File: src/core/lfr_pkg.sv
// Constants shared by both ends of the LAN function reset control link.
// Assumes a single 20 MHz clock domain on both ends.
package lfr_pkg;
  localparam int NVF          = 8;
  localparam int CLK_MHZ      = 20;
  localparam int T_QUIET_NS   = 10000;
  localparam int QUIET_CYC    = (T_QUIET_NS * CLK_MHZ + 999) / 1000;
  localparam int FLR_DLY_DEF  = 1;
  localparam int FORCE_BIT    = 0;
  // Host register byte offsets
  localparam logic [7:0] A_CMD   = 8'h00;
  localparam logic [7:0] A_VFCMD = 8'h04;
  localparam logic [7:0] A_CTRL  = 8'h08;
  localparam logic [7:0] A_MGMT  = 8'h0C;
  localparam logic [7:0] A_STAT  = 8'h10;
  localparam logic [7:0] A_DONE  = 8'h14;
  localparam logic [7:0] A_RIP   = 8'h18;
  localparam logic [7:0] A_BQREL = 8'h1C;
  // Command register bits
  localparam int CMD_SW      = 0;
  localparam int CMD_LINK    = 1;
  localparam int CMD_PHY     = 2;
  localparam int CMD_PFFLR   = 3;
  localparam int CMD_D3D0    = 4;
  localparam int CMD_PRERST  = 5;
  localparam int CMD_CFGDONE = 6;
  localparam int CMD_PHYSKIP = 7;
  // Control register bits and reset value
  localparam int CTRL_IOV    = 0;
  localparam int CTRL_IORST  = 1;
  localparam int CTRL_RPE    = 2;
  localparam logic [2:0] CTRL_RST = 3'h4;
  // Management, VF command and blocked queue release register fields
  localparam int MGMT_CMD    = 8;
  localparam int MGMT_FWRST  = 9;
  localparam int VFCMD_SOFT  = 8;
  localparam int BQ_TX       = 8;
  typedef enum logic [1:0] {
    LFR_PR_IDLE  = 2'h0,
    LFR_PR_DRAIN = 2'h1,
    LFR_PR_ACK   = 2'h2
  } lfr_pr_t;
  typedef enum logic [2:0] {
    LFR_SQ_IDLE   = 3'h0,
    LFR_SQ_QUIET1 = 3'h1,
    LFR_SQ_POLL   = 3'h2,
    LFR_SQ_QUIET2 = 3'h3,
    LFR_SQ_VETO   = 3'h4,
    LFR_SQ_PHY    = 3'h5
  } lfr_sq_t;
endpackage : lfr_pkg

File: src/core/lfr_if.sv
// Link between the host fabric end and the LAN reset control end.
// Assumes both ends share hclk; every signal is driven from a flip-flop.
`timescale 1ns/1ns
`default_nettype none
interface lfr_if #(parameter int NVF = lfr_pkg::NVF);
  logic           io_rst_n;
  logic           prereset_msg;
  logic           prereset_ack;
  logic           new_req;
  logic           req_ur;
  logic           d3_to_d0;
  logic           pf_flr;
  logic [NVF-1:0] vf_flr;
  logic [NVF-1:0] vf_soft_reset_bit;
  logic           iov_enable;
  logic           sw_reset;
  logic           link_reset_bit;
  logic           phy_reset;
  logic           phy_owned;
  logic           mgmt_fw_port_reset;
  logic           mgmt_force_cmd;
  logic [7:0]     mgmt_force_data;
  logic           pf_config_done_bit;
  logic [NVF-1:0] done_read;
  logic [NVF-1:0] reset_done_flag;
  logic [NVF-1:0] reset_in_progress_flag;
  logic           rx_pause_honor_enable;
  logic           tc_xon_state;
  logic           mgmt_link_veto;
  logic [NVF-1:0] rx_blocked_queue_release;
  logic [NVF-1:0] tx_blocked_queue_release;
  modport dev (
    input  io_rst_n, prereset_msg, new_req, d3_to_d0, pf_flr, vf_flr, vf_soft_reset_bit,
           iov_enable, sw_reset, link_reset_bit, phy_reset, phy_owned, mgmt_fw_port_reset,
           mgmt_force_cmd, mgmt_force_data, pf_config_done_bit, done_read,
           rx_pause_honor_enable, rx_blocked_queue_release, tx_blocked_queue_release,
    output prereset_ack, req_ur, reset_done_flag, reset_in_progress_flag, tc_xon_state,
           mgmt_link_veto
  );
  modport host (
    output io_rst_n, prereset_msg, new_req, d3_to_d0, pf_flr, vf_flr, vf_soft_reset_bit,
           iov_enable, sw_reset, link_reset_bit, phy_reset, phy_owned, mgmt_fw_port_reset,
           mgmt_force_cmd, mgmt_force_data, pf_config_done_bit, done_read,
           rx_pause_honor_enable, rx_blocked_queue_release, tx_blocked_queue_release,
    input  prereset_ack, req_ur, reset_done_flag, reset_in_progress_flag, tc_xon_state,
           mgmt_link_veto
  );
endinterface : lfr_if
`default_nettype wire

File: src/core/lfr_host.sv
// Host fabric end: AHB-Lite register slave driving the reset control link,
// with the software-reset quiet sequence and the PHY reset ownership flow.
// Assumes one AHB-Lite master, single word transfers, hclk shared with the link.
//
// The AHB-Lite register port and the placing of the registers were left to the implementer.
`timescale 1ns/1ns
`default_nettype none
module lfr_host #(
  parameter int NVF = lfr_pkg::NVF
) (
  input  wire logic        hclk,
  input  wire logic        hresetn,
  input  wire logic        hsel,
  input  wire logic [31:0] haddr,
  input  wire logic [1:0]  htrans,
  input  wire logic        hwrite,
  input  wire logic [2:0]  hsize,
  input  wire logic [31:0] hwdata,
  input  wire logic        hready,
  output logic             hreadyout,
  output logic             hresp,
  output logic [31:0]      hrdata,
  input  wire logic        req_in,
  output logic             mgmt_tc_remap,
  lfr_if.host              bus
);
  logic                wact_reg;
  logic [7:0]          waddr_reg;
  logic [2:0]          ctrl_reg;
  logic [2*NVF-1:0]    bq_reg;
  logic                ack_seen_reg;
  logic                skipped_reg;
  logic                link_kind_reg;
  logic [7:0]          ur_cnt_reg;
  logic [15:0]         cnt_reg;
  lfr_pkg::lfr_sq_t    sq_reg;
  lfr_pkg::lfr_sq_t    sq_next;

  wire acc    = hsel & htrans[1] & hready & (hsize == 3'h2);
  wire rd_acc = acc & ~hwrite;
  wire [7:0] ra = haddr[7:0];
  wire wr_cmd  = wact_reg & (waddr_reg == lfr_pkg::A_CMD);
  wire wr_vf   = wact_reg & (waddr_reg == lfr_pkg::A_VFCMD);
  wire wr_ctrl = wact_reg & (waddr_reg == lfr_pkg::A_CTRL);
  wire wr_mgmt = wact_reg & (waddr_reg == lfr_pkg::A_MGMT);
  wire wr_bq   = wact_reg & (waddr_reg == lfr_pkg::A_BQREL);
  wire idle    = (sq_reg == lfr_pkg::LFR_SQ_IDLE);
  wire go_sw   = wr_cmd & idle & (hwdata[lfr_pkg::CMD_SW] | hwdata[lfr_pkg::CMD_LINK]);
  wire go_phy  = wr_cmd & idle & hwdata[lfr_pkg::CMD_PHY] & ~go_sw;
  wire veto_skip = go_phy & bus.mgmt_link_veto & hwdata[lfr_pkg::CMD_PHYSKIP];
  wire cnt_done = (cnt_reg == 16'h0000);
  wire [NVF-1:0] vf_hit = wr_vf ? (hwdata[NVF-1:0] | hwdata[lfr_pkg::VFCMD_SOFT +: NVF]) : '0;
  wire [31:0] stat = {16'h0000, ur_cnt_reg, 2'h0, bus.phy_owned, skipped_reg,
                      ~idle, bus.mgmt_link_veto, bus.tc_xon_state, ack_seen_reg};
  wire [31:0] rd_val =
    (ra == lfr_pkg::A_CTRL)  ? {29'h0, ctrl_reg} :
    (ra == lfr_pkg::A_STAT)  ? stat :
    (ra == lfr_pkg::A_DONE)  ? 32'(bus.reset_done_flag) :
    (ra == lfr_pkg::A_RIP)   ? 32'(bus.reset_in_progress_flag) :
    (ra == lfr_pkg::A_BQREL) ? {16'h0000, 8'(bq_reg[2*NVF-1:NVF]), 8'(bq_reg[NVF-1:0])} :
    32'h0000_0000;

  // Quiet sequence before software or link reset, and PHY ownership flow
  always_comb begin
    sq_next = sq_reg;
    unique case (sq_reg)
      lfr_pkg::LFR_SQ_IDLE: begin
        if (go_sw) sq_next = lfr_pkg::LFR_SQ_QUIET1;
        else if (go_phy && !veto_skip) sq_next = lfr_pkg::LFR_SQ_VETO;
      end
      lfr_pkg::LFR_SQ_QUIET1: begin
        if (cnt_done) sq_next = lfr_pkg::LFR_SQ_POLL;
      end
      lfr_pkg::LFR_SQ_POLL: begin
        if (!bus.tc_xon_state) sq_next = lfr_pkg::LFR_SQ_QUIET2;
      end
      lfr_pkg::LFR_SQ_QUIET2: begin
        if (cnt_done) sq_next = lfr_pkg::LFR_SQ_IDLE;
      end
      lfr_pkg::LFR_SQ_VETO: begin
        if (!bus.mgmt_link_veto) sq_next = lfr_pkg::LFR_SQ_PHY;
      end
      lfr_pkg::LFR_SQ_PHY: sq_next = lfr_pkg::LFR_SQ_IDLE;
      default: sq_next = lfr_pkg::LFR_SQ_IDLE;
    endcase
  end

  // AHB-Lite slave: zero wait states, always OKAY
  always_ff @(posedge hclk or negedge hresetn) begin
    if (!hresetn) begin
      hreadyout <= 1'b0;
      hresp     <= 1'b0;
      hrdata    <= 32'h0000_0000;
      wact_reg  <= 1'b0;
      waddr_reg <= 8'h00;
      bus.done_read <= '0;
    end else begin
      hreadyout <= 1'b1;
      hresp     <= 1'b0;
      hrdata    <= rd_acc ? rd_val : 32'h0000_0000;
      wact_reg  <= acc & hwrite;
      waddr_reg <= ra;
      bus.done_read <= (rd_acc && ra == lfr_pkg::A_DONE) ? bus.reset_done_flag : '0;
    end
  end

  // Registers and sequence state
  always_ff @(posedge hclk or negedge hresetn) begin
    if (!hresetn) begin
      ctrl_reg      <= lfr_pkg::CTRL_RST;
      bq_reg        <= '0;
      ack_seen_reg  <= 1'b0;
      skipped_reg   <= 1'b0;
      link_kind_reg <= 1'b0;
      ur_cnt_reg    <= 8'h00;
      cnt_reg       <= 16'h0000;
      sq_reg        <= lfr_pkg::LFR_SQ_IDLE;
    end else begin
      sq_reg <= sq_next;
      if (wr_ctrl) ctrl_reg <= hwdata[2:0];
      else if (go_sw) ctrl_reg[lfr_pkg::CTRL_RPE] <= 1'b0;
      if (wr_bq) bq_reg <= {hwdata[lfr_pkg::BQ_TX +: NVF], hwdata[NVF-1:0]};
      else bq_reg <= bq_reg & ~{vf_hit, vf_hit};
      if (bus.prereset_ack) ack_seen_reg <= 1'b1;
      else if (wr_cmd && hwdata[lfr_pkg::CMD_PRERST]) ack_seen_reg <= 1'b0;
      if (veto_skip) skipped_reg <= 1'b1;
      else if (go_phy) skipped_reg <= 1'b0;
      if (go_sw) link_kind_reg <= hwdata[lfr_pkg::CMD_LINK];
      if (bus.req_ur) ur_cnt_reg <= ur_cnt_reg + 8'h01;
      if (go_sw || (sq_reg == lfr_pkg::LFR_SQ_POLL && !bus.tc_xon_state))
        cnt_reg <= 16'(lfr_pkg::QUIET_CYC);
      else if (!cnt_done) cnt_reg <= cnt_reg - 16'h0001;
    end
  end

  // Link strobes
  always_ff @(posedge hclk or negedge hresetn) begin
    if (!hresetn) begin
      bus.io_rst_n              <= 1'b1;
      bus.iov_enable            <= 1'b0;
      bus.rx_pause_honor_enable <= 1'b0;
      bus.prereset_msg          <= 1'b0;
      bus.new_req               <= 1'b0;
      bus.d3_to_d0              <= 1'b0;
      bus.pf_flr                <= 1'b0;
      bus.vf_flr                <= '0;
      bus.vf_soft_reset_bit     <= '0;
      bus.sw_reset              <= 1'b0;
      bus.link_reset_bit        <= 1'b0;
      bus.phy_reset             <= 1'b0;
      bus.phy_owned             <= 1'b0;
      bus.mgmt_fw_port_reset    <= 1'b0;
      bus.mgmt_force_cmd        <= 1'b0;
      bus.mgmt_force_data       <= 8'h00;
      bus.pf_config_done_bit    <= 1'b0;
      bus.rx_blocked_queue_release <= '0;
      bus.tx_blocked_queue_release <= '0;
      mgmt_tc_remap             <= 1'b0;
    end else begin
      bus.io_rst_n              <= ~ctrl_reg[lfr_pkg::CTRL_IORST];
      bus.iov_enable            <= ctrl_reg[lfr_pkg::CTRL_IOV];
      bus.rx_pause_honor_enable <= ctrl_reg[lfr_pkg::CTRL_RPE];
      bus.prereset_msg          <= wr_cmd & hwdata[lfr_pkg::CMD_PRERST];
      bus.new_req               <= req_in;
      bus.d3_to_d0              <= wr_cmd & hwdata[lfr_pkg::CMD_D3D0];
      bus.pf_flr                <= wr_cmd & hwdata[lfr_pkg::CMD_PFFLR];
      bus.vf_flr                <= wr_vf ? hwdata[NVF-1:0] : '0;
      bus.vf_soft_reset_bit     <= wr_vf ? hwdata[lfr_pkg::VFCMD_SOFT +: NVF] : '0;
      bus.sw_reset <= (sq_reg == lfr_pkg::LFR_SQ_QUIET2) & cnt_done & ~link_kind_reg;
      bus.link_reset_bit <= (sq_reg == lfr_pkg::LFR_SQ_QUIET2) & cnt_done & link_kind_reg;
      bus.phy_reset <= (sq_reg == lfr_pkg::LFR_SQ_PHY);
      bus.phy_owned <= (sq_reg == lfr_pkg::LFR_SQ_PHY);
      bus.mgmt_fw_port_reset    <= wr_mgmt & hwdata[lfr_pkg::MGMT_FWRST];
      bus.mgmt_force_cmd        <= wr_mgmt & hwdata[lfr_pkg::MGMT_CMD];
      if (wr_mgmt) bus.mgmt_force_data <= hwdata[7:0];
      bus.pf_config_done_bit    <= wr_cmd & hwdata[lfr_pkg::CMD_CFGDONE];
      bus.rx_blocked_queue_release <= bq_reg[NVF-1:0];
      bus.tx_blocked_queue_release <= bq_reg[2*NVF-1:NVF];
      mgmt_tc_remap <= (sq_reg == lfr_pkg::LFR_SQ_POLL) & ~bus.tc_xon_state;
    end
  end
endmodule : lfr_host
`default_nettype wire

File: src/flat_wrapper.sv
// flat-port wrapper written by rule: the top's interface ports become plain ports
module lfr_host_flat 
#(
  parameter int NVF = lfr_pkg::NVF
)
  (hclk, hresetn, hsel, haddr, htrans, hwrite, hsize, hwdata, hready, hreadyout, hresp, hrdata, req_in, mgmt_tc_remap, bus_io_rst_n, bus_prereset_msg, bus_new_req, bus_d3_to_d0, bus_pf_flr, bus_vf_flr, bus_vf_soft_reset_bit, bus_iov_enable, bus_sw_reset, bus_link_reset_bit, bus_phy_reset, bus_phy_owned, bus_mgmt_fw_port_reset, bus_mgmt_force_cmd, bus_mgmt_force_data, bus_pf_config_done_bit, bus_done_read, bus_rx_pause_honor_enable, bus_rx_blocked_queue_release, bus_tx_blocked_queue_release, bus_prereset_ack, bus_req_ur, bus_reset_done_flag, bus_reset_in_progress_flag, bus_tc_xon_state, bus_mgmt_link_veto);
  lfr_if #(.NVF(NVF)) bus_i ();
  input  wire logic hclk;
  input  wire logic hresetn;
  input  wire logic hsel;
  input  wire logic [31:0] haddr;
  input  wire logic [1:0] htrans;
  input  wire logic hwrite;
  input  wire logic [2:0] hsize;
  input  wire logic [31:0] hwdata;
  input  wire logic hready;
  output logic hreadyout;
  output logic hresp;
  output logic [31:0] hrdata;
  input  wire logic req_in;
  output logic mgmt_tc_remap;
  output wire logic [$bits(bus_i.io_rst_n)-1:0] bus_io_rst_n;
  output wire logic [$bits(bus_i.prereset_msg)-1:0] bus_prereset_msg;
  output wire logic [$bits(bus_i.new_req)-1:0] bus_new_req;
  output wire logic [$bits(bus_i.d3_to_d0)-1:0] bus_d3_to_d0;
  output wire logic [$bits(bus_i.pf_flr)-1:0] bus_pf_flr;
  output wire logic [$bits(bus_i.vf_flr)-1:0] bus_vf_flr;
  output wire logic [$bits(bus_i.vf_soft_reset_bit)-1:0] bus_vf_soft_reset_bit;
  output wire logic [$bits(bus_i.iov_enable)-1:0] bus_iov_enable;
  output wire logic [$bits(bus_i.sw_reset)-1:0] bus_sw_reset;
  output wire logic [$bits(bus_i.link_reset_bit)-1:0] bus_link_reset_bit;
  output wire logic [$bits(bus_i.phy_reset)-1:0] bus_phy_reset;
  output wire logic [$bits(bus_i.phy_owned)-1:0] bus_phy_owned;
  output wire logic [$bits(bus_i.mgmt_fw_port_reset)-1:0] bus_mgmt_fw_port_reset;
  output wire logic [$bits(bus_i.mgmt_force_cmd)-1:0] bus_mgmt_force_cmd;
  output wire logic [$bits(bus_i.mgmt_force_data)-1:0] bus_mgmt_force_data;
  output wire logic [$bits(bus_i.pf_config_done_bit)-1:0] bus_pf_config_done_bit;
  output wire logic [$bits(bus_i.done_read)-1:0] bus_done_read;
  output wire logic [$bits(bus_i.rx_pause_honor_enable)-1:0] bus_rx_pause_honor_enable;
  output wire logic [$bits(bus_i.rx_blocked_queue_release)-1:0] bus_rx_blocked_queue_release;
  output wire logic [$bits(bus_i.tx_blocked_queue_release)-1:0] bus_tx_blocked_queue_release;
  input wire logic [$bits(bus_i.prereset_ack)-1:0] bus_prereset_ack;
  input wire logic [$bits(bus_i.req_ur)-1:0] bus_req_ur;
  input wire logic [$bits(bus_i.reset_done_flag)-1:0] bus_reset_done_flag;
  input wire logic [$bits(bus_i.reset_in_progress_flag)-1:0] bus_reset_in_progress_flag;
  input wire logic [$bits(bus_i.tc_xon_state)-1:0] bus_tc_xon_state;
  input wire logic [$bits(bus_i.mgmt_link_veto)-1:0] bus_mgmt_link_veto;
  assign bus_io_rst_n = bus_i.io_rst_n;
  assign bus_prereset_msg = bus_i.prereset_msg;
  assign bus_new_req = bus_i.new_req;
  assign bus_d3_to_d0 = bus_i.d3_to_d0;
  assign bus_pf_flr = bus_i.pf_flr;
  assign bus_vf_flr = bus_i.vf_flr;
  assign bus_vf_soft_reset_bit = bus_i.vf_soft_reset_bit;
  assign bus_iov_enable = bus_i.iov_enable;
  assign bus_sw_reset = bus_i.sw_reset;
  assign bus_link_reset_bit = bus_i.link_reset_bit;
  assign bus_phy_reset = bus_i.phy_reset;
  assign bus_phy_owned = bus_i.phy_owned;
  assign bus_mgmt_fw_port_reset = bus_i.mgmt_fw_port_reset;
  assign bus_mgmt_force_cmd = bus_i.mgmt_force_cmd;
  assign bus_mgmt_force_data = bus_i.mgmt_force_data;
  assign bus_pf_config_done_bit = bus_i.pf_config_done_bit;
  assign bus_done_read = bus_i.done_read;
  assign bus_rx_pause_honor_enable = bus_i.rx_pause_honor_enable;
  assign bus_rx_blocked_queue_release = bus_i.rx_blocked_queue_release;
  assign bus_tx_blocked_queue_release = bus_i.tx_blocked_queue_release;
  assign bus_i.prereset_ack = bus_prereset_ack;
  assign bus_i.req_ur = bus_req_ur;
  assign bus_i.reset_done_flag = bus_reset_done_flag;
  assign bus_i.reset_in_progress_flag = bus_reset_in_progress_flag;
  assign bus_i.tc_xon_state = bus_tc_xon_state;
  assign bus_i.mgmt_link_veto = bus_mgmt_link_veto;
  lfr_host #(.NVF(NVF)) u_core (.hclk(hclk), .hresetn(hresetn), .hsel(hsel), .haddr(haddr), .htrans(htrans), .hwrite(hwrite), .hsize(hsize), .hwdata(hwdata), .hready(hready), .hreadyout(hreadyout), .hresp(hresp), .hrdata(hrdata), .req_in(req_in), .mgmt_tc_remap(mgmt_tc_remap), .bus(bus_i));
endmodule
File: config.mk
export PLATFORM = sky130hd
export DESIGN_NAME = lfr_host_flat
export DESIGN_NICKNAME = d
export VERILOG_FILES = /design/src/core/lfr_pkg.sv /design/src/core/lfr_if.sv /design/src/core/lfr_host.sv /design/src/flat_wrapper.sv
export SDC_FILE = /design/constraint.sdc
export NUM_CORES = 1
export LEC_CHECK = 0
export BUFFER_PORTS_ARGS = -buffer_cell sky130_fd_sc_hd__buf_4
export CORE_MARGIN = 4
export CORE_UTILIZATION = 35
export CTS_CLUSTER_DIAMETER = 60
export DETAILED_ROUTE_END_ITERATION = 7
export GPL_TIMING_DRIVEN = 1
export HOLD_SLACK_MARGIN = 0.05
export PLACE_DENSITY_LB_ADDON = 0.05
export SLEW_MARGIN = 5
export SYNTH_ARGS = -nofsm -noshare
export SYNTH_HDL_FRONTEND = slang
export SYNTH_SLANG_ARGS = --single-unit
File: constraint.sdc
create_clock -name hclk -period 4.8 [get_ports hclk]
set_input_delay 0.48 -clock hclk [delete_from_list [all_inputs] [get_ports hclk]]
set_output_delay 0.48 -clock hclk [all_outputs]
set_load 0.1 [all_outputs]
==> impl_metrics.tcl, run 1 <==
set metrics [dict create \
    outcome "completed" \
    gp_congestion 0.808 \
    drtPass1Iterations 4 \
    multi_input_area_um2 2090 \
    drv_slew 0 \
    ant_nets 0 \
    h-tree-depth 4 \
    antenna_cells 0 \
    first_iter_violations 248 \
    tritoncts "done" \
    clk_pin_slew_worst_paths_ns 0.06 \
    grt_use_met2 0.264 \
    cts_buffers 17 \
    power_frac_comb 0.086 \
    io_pins 192 \
    fillCellCount 1484 \
    p_seq_frac 0.470 \
    drive_gt1_frac 0.342 \
    ys_warn_count 0 \
    start_util 0.358 \
    fmax_mhz 434 \
    ys_types 59 \
    regArea_um2 3430 \
    synth_cells 469 \
    power_density_nw_per_um2 355 \
    clk_latency_ns 0.41 \
    grt_use_met3 0.0423 \
    sw_frac_of_total 0.241 \
    synth_edf_count 0 \
    relSlewSlack 0.416 \
    final_area_um2 7380 \
    port-buffer-count 133 \
    worstMarginPinSlew_ns 0.869 \
    critPathMaxStageDelay_ns 0.71 \
    grt_pass1_wl_um 23000 \
    synthSimpleGateAreaFrac 0.181 \
    coreArea_um2 15900 \
    grt_usage 0.164 \
    antenna_found_initial 0 \
    critPathMaxFanout 14 \
    syn-mean-instance-area_um2 12.2 \
    design.die.area_um2 18400 \
    place_ws_ns 2.25 \
    die_w_um 136 \
    overflow 0 \
    endpoint_kind "flop" \
    fin_cells 835 \
    fin_nets 705 \
    critPathArrivalTime_ns 2.66 \
    period_share 0.480 \
    yosys_register_bits 137 \
    via_per_inst 4.81 \
    synth_area_um2 5710 \
    hp-class "input port to asynchronous set/reset pin" \
    grt_max_degree 94 \
    synth-xor-area-share 0.0107 \
    dp_hpwl_um 10800 \
    busiest_layer "met2" \
    fin_skew_ns 0.00588 \
    clockRootBuffer "clkbuf_16" \
    num_rows 46 \
    worstSetupPathType "flop to flop" \
    fin_ws_ns 2.49 \
    cts.sinks 137 \
    routed_wl_um 14700 \
    finalSetupTns_ns 0 \
    grt_pass1_vias 4100 \
    worstSetupStartpointType "flop" \
    cellLeakagePower_nw 3.46 \
    async_flop_share 1.00 \
    final_hold_viol_count 0 \
    total_power_mw 2.62 \
    place_area_um2 6860 \
    synth-compound-area-share 0.103 \
    drc 0 \
    clock_path_buffers 2 \
    vias 4019 \
    path_cells "or4_1, or4_4, o21ai_4, or2_2" \
    dieHeight_um 136 \
    p_clk_frac 0.444 \
    wire_per_inst_um 17.6 \
    setup_viol 0 \
    synth_ff_type "dfrtp_1" \
    post_cts_resized 0 \
    maxCapViolations 0 \
    utilization 0.463 \
    yosysSeqAreaShare 0.601 \
    holdWs_ns 0.133 \
    synth_top_family_by_area "simple AND/OR/NAND/NOR gates" \
    syn_to_final_growth_pct 29.3 \
    grtUsageMet1 0.218 \
    postCtsSetupBuffers 0 \
    switchingPower_uw 632 \
    dp_cells 805 \
    rsz0062_at_grt "no" \
    hold_buffers 0 \
    synth_fa_ha_area_frac 0.00439 \
    cp.required_ns 5.15 \
    p_int_mw 1.99 \
    cp_slowest_cell "or4_1" \
    synthMuxAreaShare 0.0533 \
    ir_worst_vdd_uv 236 \
    period_needed_ns 2.31 \
]
power groups by stage:
| stage | logic [mW] | clock network [mW] | registers (mW) |
|---|---|---|---|
| 3_5_place_dp | 0.228 | 0 | 1.25 |
| 2_1_floorplan | 0.138 | 0 | 1.25 |
| 3_3_place_gp | 0.226 | 0 | 1.25 |
| 6_report | 0.225 | 1.16 | 1.23 |
| 5_1_grt | 0.245 | 1.25 | 1.24 |
| 4_1_cts | 0.229 | 1.19 | 1.23 |
metal layers:
metal	vias up	part of all wire
met4	0	0.012
met5	-	0
met3	13	0.052
met2	98	0.49
li1	1922	-
met1	1986	0.45
cell usage after synthesis (all sizes together) (4+ instances only):
cell	n	area, µm²
dfrtp	135	3380
and2	30	188
nor2	29	116
buf	24	174
a21oi	20	111
a22o	16	140
nand2	16	60.1
or2	14	87.6
inv	13	48.8
mux2	13	146
nor3	13	70.1
a22oi	12	90.1
o21ai	12	71.3
mux2i	9	90.1
nand3	9	45.0
nor4	9	92.6
clkbuf	8	30.0
nand4	8	50.1
or3	8	51.3
nand2b	7	43.8
nor2b	7	43.8
a211oi	5	37.5
or4	5	41.3
xnor2	4	35.0
path summary, 6_finish.rpt:
| path | startpoint | to | slack (ns) | cells past startpoint |
|---|---|---|---|---|
| max in group asynchronous | hresetn | u_core.sq_reg[0]$_DFFE_PN0P_ | 3.53 | 2 |
| worst max register to register | u_core.waddr_reg[5]$_DFF_PN0_ | u_core.cnt_reg[6]$_DFFE_PN0P_ | 2.49 | 4 |
| worst min register to register | u_core.ctrl_reg[1]$_DFFE_PN0P_ | u_core.bus.io_rst_n$_DFF_PN1_ | 0.41 | 1 |
| worst max-delay path | u_core.waddr_reg[5]$_DFF_PN0_ | u_core.cnt_reg[6]$_DFFE_PN0P_ | 2.49 | 4 |
| worst min-delay path | hresetn | u_core.bus.new_req$_DFF_PN0_ | 0.13 | 1 |
| min in group hclk | req_in | u_core.bus.new_req$_DFF_PN0_ | 0.17 | 1 |
critical path, delay by kind of cell, from the launching register on:
family | cells | cell delay (ns)
AO/OA/AOI/OAI | 1 | 0.44
flip-flops | 1 | 0.37
AND/OR/NAND/NOR | 3 | 1.42
kinds of logic after synthesis:
group,count (synthesis)
adders and majority gates,2
buffers and inverters,45
xor gates and xnor gates,7
other,2
muxes,25
AOI/OAI and AO/OA,82
and+or+nand+nor,169
DFF,137
final cells by class:
class | count | share of cell area
Inverter | 13 | 0.00661
Clock buffer | 27 | 0.0641
Timing Repair Buffer | 136 | 0.139
Sequential cell | 137 | 0.465
Tap cell | 216 | 0.0366
Clock inverter | 3 | 0.00577
Multi-Input combinational cell | 303 | 0.283
layout by cell type, fill, tap and decap left out, drive strengths merged, types with 4 or more instances in the layout:
cell type  count
buf          136
dfrtp        135
and2          30
nor2          29
clkbuf        27
a21oi         20
conb          18
nand2         16
a22o          16
or2           14
mux2          13
inv           13
nor3          13
a22oi         12
o21ai         12
nand3          9
mux2i          9
nor4           9
nand4          8
or3            8
nand2b         7
nor2b          7
a211oi         5
or4            5
xnor2          4
No activity file was read; power rests on OpenSTA's default activity.
==> run 2, diff against run 1 <==
clock period = 2.2 ns   (was 4.8 ns; I/O delays follow)
==> run 2 against run 1 <==
Sequential power rose by 120%. Final area rose by 7.8%. Die area did not move. Power rose by 140%. Worst setup slack got worse by 2.5 ns. Utilization rose by 3.6 points. Global-route usage rose by 0.69 points. Sequential share of layout area fell by 3.4 points. Combinational power rose by 140%. Worst hold slack got worse by 0.068 ns. Count of clock-buffer cells in the layout fell by 6. Critical path type unchanged. Highest routed layer unchanged.
==> impl_metrics.tcl, run 2 (synthesized netlist as in run 1, its figures left out) <==
set metrics [dict create \
    antenna_found_initial 0 \
    cp_slowest_cell "or4b_2" \
    path_buf_inv 1 \
    maxCapViolations 0 \
    syn_to_final_growth_pct 39.3 \
    dp_cells 825 \
    layout_commonest_cell "buf_4" \
    drive_gt1_frac 0.370 \
    utilization 0.499 \
    grt_max_degree 64 \
    setup_viol 0 \
    critPathArrivalTime_ns 2.44 \
    fin_nets 751 \
    die_w_um 136 \
    h-tree-depth 4 \
    clock_path_buffers 2 \
    p_clk_frac 0.479 \
    design.die.area_um2 18400 \
    worstMarginPinSlew_ns 0.698 \
    critPathMaxStageDelay_ns 0.62 \
    place_ws_ns -0.0791 \
    antenna_cells 0 \
    start_util 0.358 \
    port-buffer-count 133 \
    path_cells "inv_1, ha_2, or4b_2, nor3_2, nand2_1, nor4_2" \
    cp.required_ns 2.48 \
    io_pins 192 \
    grt_pass1_vias 4312 \
    hp-class "input port to flop" \
    cellLeakagePower_nw 3.74 \
    fin_cells 883 \
    fin_ws_ns 0.0391 \
    tritoncts "done" \
    grt_usage 0.170 \
    fin_skew_ns 0.00767 \
    r2r_slack_ns 0.04 \
    period_share 0.982 \
    p_seq_frac 0.434 \
    vias 4267 \
    cts_buffers 17 \
    clk_pin_slew_worst_paths_ns 0.06 \
    period_needed_ns 2.16 \
    fmax_mhz 463 \
    dp_hpwl_um 11100 \
    ir_worst_vdd_uv 503 \
    dieHeight_um 136 \
    worstSetupPathType "flop to flop" \
    outcome "completed" \
    ant_nets 0 \
    switchingPower_mw 1.49 \
    endpoint_kind "flop" \
    clk_latency_ns 0.42 \
    worstSetupStartpointType "flop" \
    holdWs_ns 0.0658 \
    wire_per_inst_um 17.4 \
    routed_wl_um 15400 \
    via_per_inst 4.83 \
    sw_frac_of_total 0.241 \
    drc 0 \
    drv_slew 0 \
    first_iter_violations 215 \
    final_hold_viol_count 0 \
    power_density_nw_per_um2 778 \
    cts.sinks 137 \
    grt_pass1_wl_um 23700 \
    relSlewSlack 0.530 \
    total_power_mw 6.19 \
    overflow 0 \
    fillCellCount 1463 \
    coreArea_um2 15900 \
    path_delay_family "simple AND/OR/NAND/NOR gates" \
    critPathMaxFanout 4 \
    gp_congestion 0.815 \
    final_cell_mix "buf_4 (152), dfrtp_1 (135), and2_1 (30)" \
    power_frac_comb 0.087 \
    drtPass1Iterations 5 \
    p_int_mw 4.70 \
    num_rows 46 \
    clockRootBuffer "clkbuf_16" \
    rsz0062_at_grt "yes" \
]
## run 2: changes by cell type in the layout (fill, tap and decap cells not counted), sizes merged, moves of 2 or more
cell / previous run / this run
buf: 136 / 156
bufinv: 1 / 3
clkbuf: 27 / 21
clkinv: 1 / 5
dlygate4sd3: 0 / 26
## run 2: what timing repair did
| action | CTS | global route |
|---|---|---|
| endpoints found under the setup margin | 2 | 12 |
| hold buffers | 26 | 0 |
| setup buffers | 0 | 0 |
| resized for setup | 2 | 2 |
| endpoints found under the hold margin | 91 | 0 |
## run 2: layout make-up
class	instances	area (µm²)	area share
Tap cell	216	270	0.0340
Inverter	13	48.8	0.00614
Multi-Input combinational cell	303	2100	0.265
Clock inverter	11	143	0.0179
Timing Repair Buffer	182	1470	0.185
Clock buffer	21	480	0.0604
Sequential cell	137	3430	0.432
## run 2: power by group through the flow
stage	sequential, mW	combinational (mW)	clock, mW
3_3_place_gp	2.73	0.500	0
3_5_place_dp	2.73	0.506	0
5_1_grt	2.70	0.583	3.15
6_report	2.69	0.540	2.96
4_1_cts	2.69	0.548	3.02
2_1_floorplan	2.74	0.301	0
## run 2: path summary, 6_finish.rpt
path                                           startpoint  cells past startpoint                                                to
setup reg to reg            u_core.cnt_reg[0]$_DFFE_PN0P_                      6                     u_core.bus.sw_reset$_DFF_PN0_
hold / removal                                  hwdata[6]                      2                    u_core.bus.vf_flr[6]$_DFF_PN0_
setup / recovery            u_core.cnt_reg[0]$_DFFE_PN0P_                      6                     u_core.bus.sw_reset$_DFF_PN0_
hold reg to reg            u_core.ctrl_reg[0]$_DFFE_PN0P_                      0                   u_core.bus.iov_enable$_DFF_PN0_
min in group asynchronous                         hresetn                      2                      u_core.bus.new_req$_DFF_PN0_
max in group asynchronous                         hresetn                      3  u_core.bus.rx_blocked_queue_release[3]$_DFF_PN0_
## run 2: through the flow
step	setup TNS [ns]	area [µm²]
4_1_cts	0	7950
2_1_floorplan	0	5770
3_5_place_dp	-0.0838	7050
3_3_place_gp	0	7050
6_report	0	7950
5_1_grt	-0.0645	7950
## run 2: metal layers
| metal | vias up | GRT usage | wire (µm) |
|---|---|---|---|
| met1 | 2101 | 0.229 | 6940 |
| met2 | 125 | 0.270 | 7390 |
| met4 | 0 | 0.0666 | 277 |
| li1 | 2018 | - | - |
| met3 | 23 | 0.0383 | 784 |
| met5 | - | 0 | 0 |
## run 2: worst register-to-register path, cell delays in order (launching register included)
cell	delay, ns
dfrtp_1	0.38
inv_1	0.08
ha_2	0.20
or4b_2	0.62
nor3_2	0.21
nand2_1	0.15
nor4_2	0.37
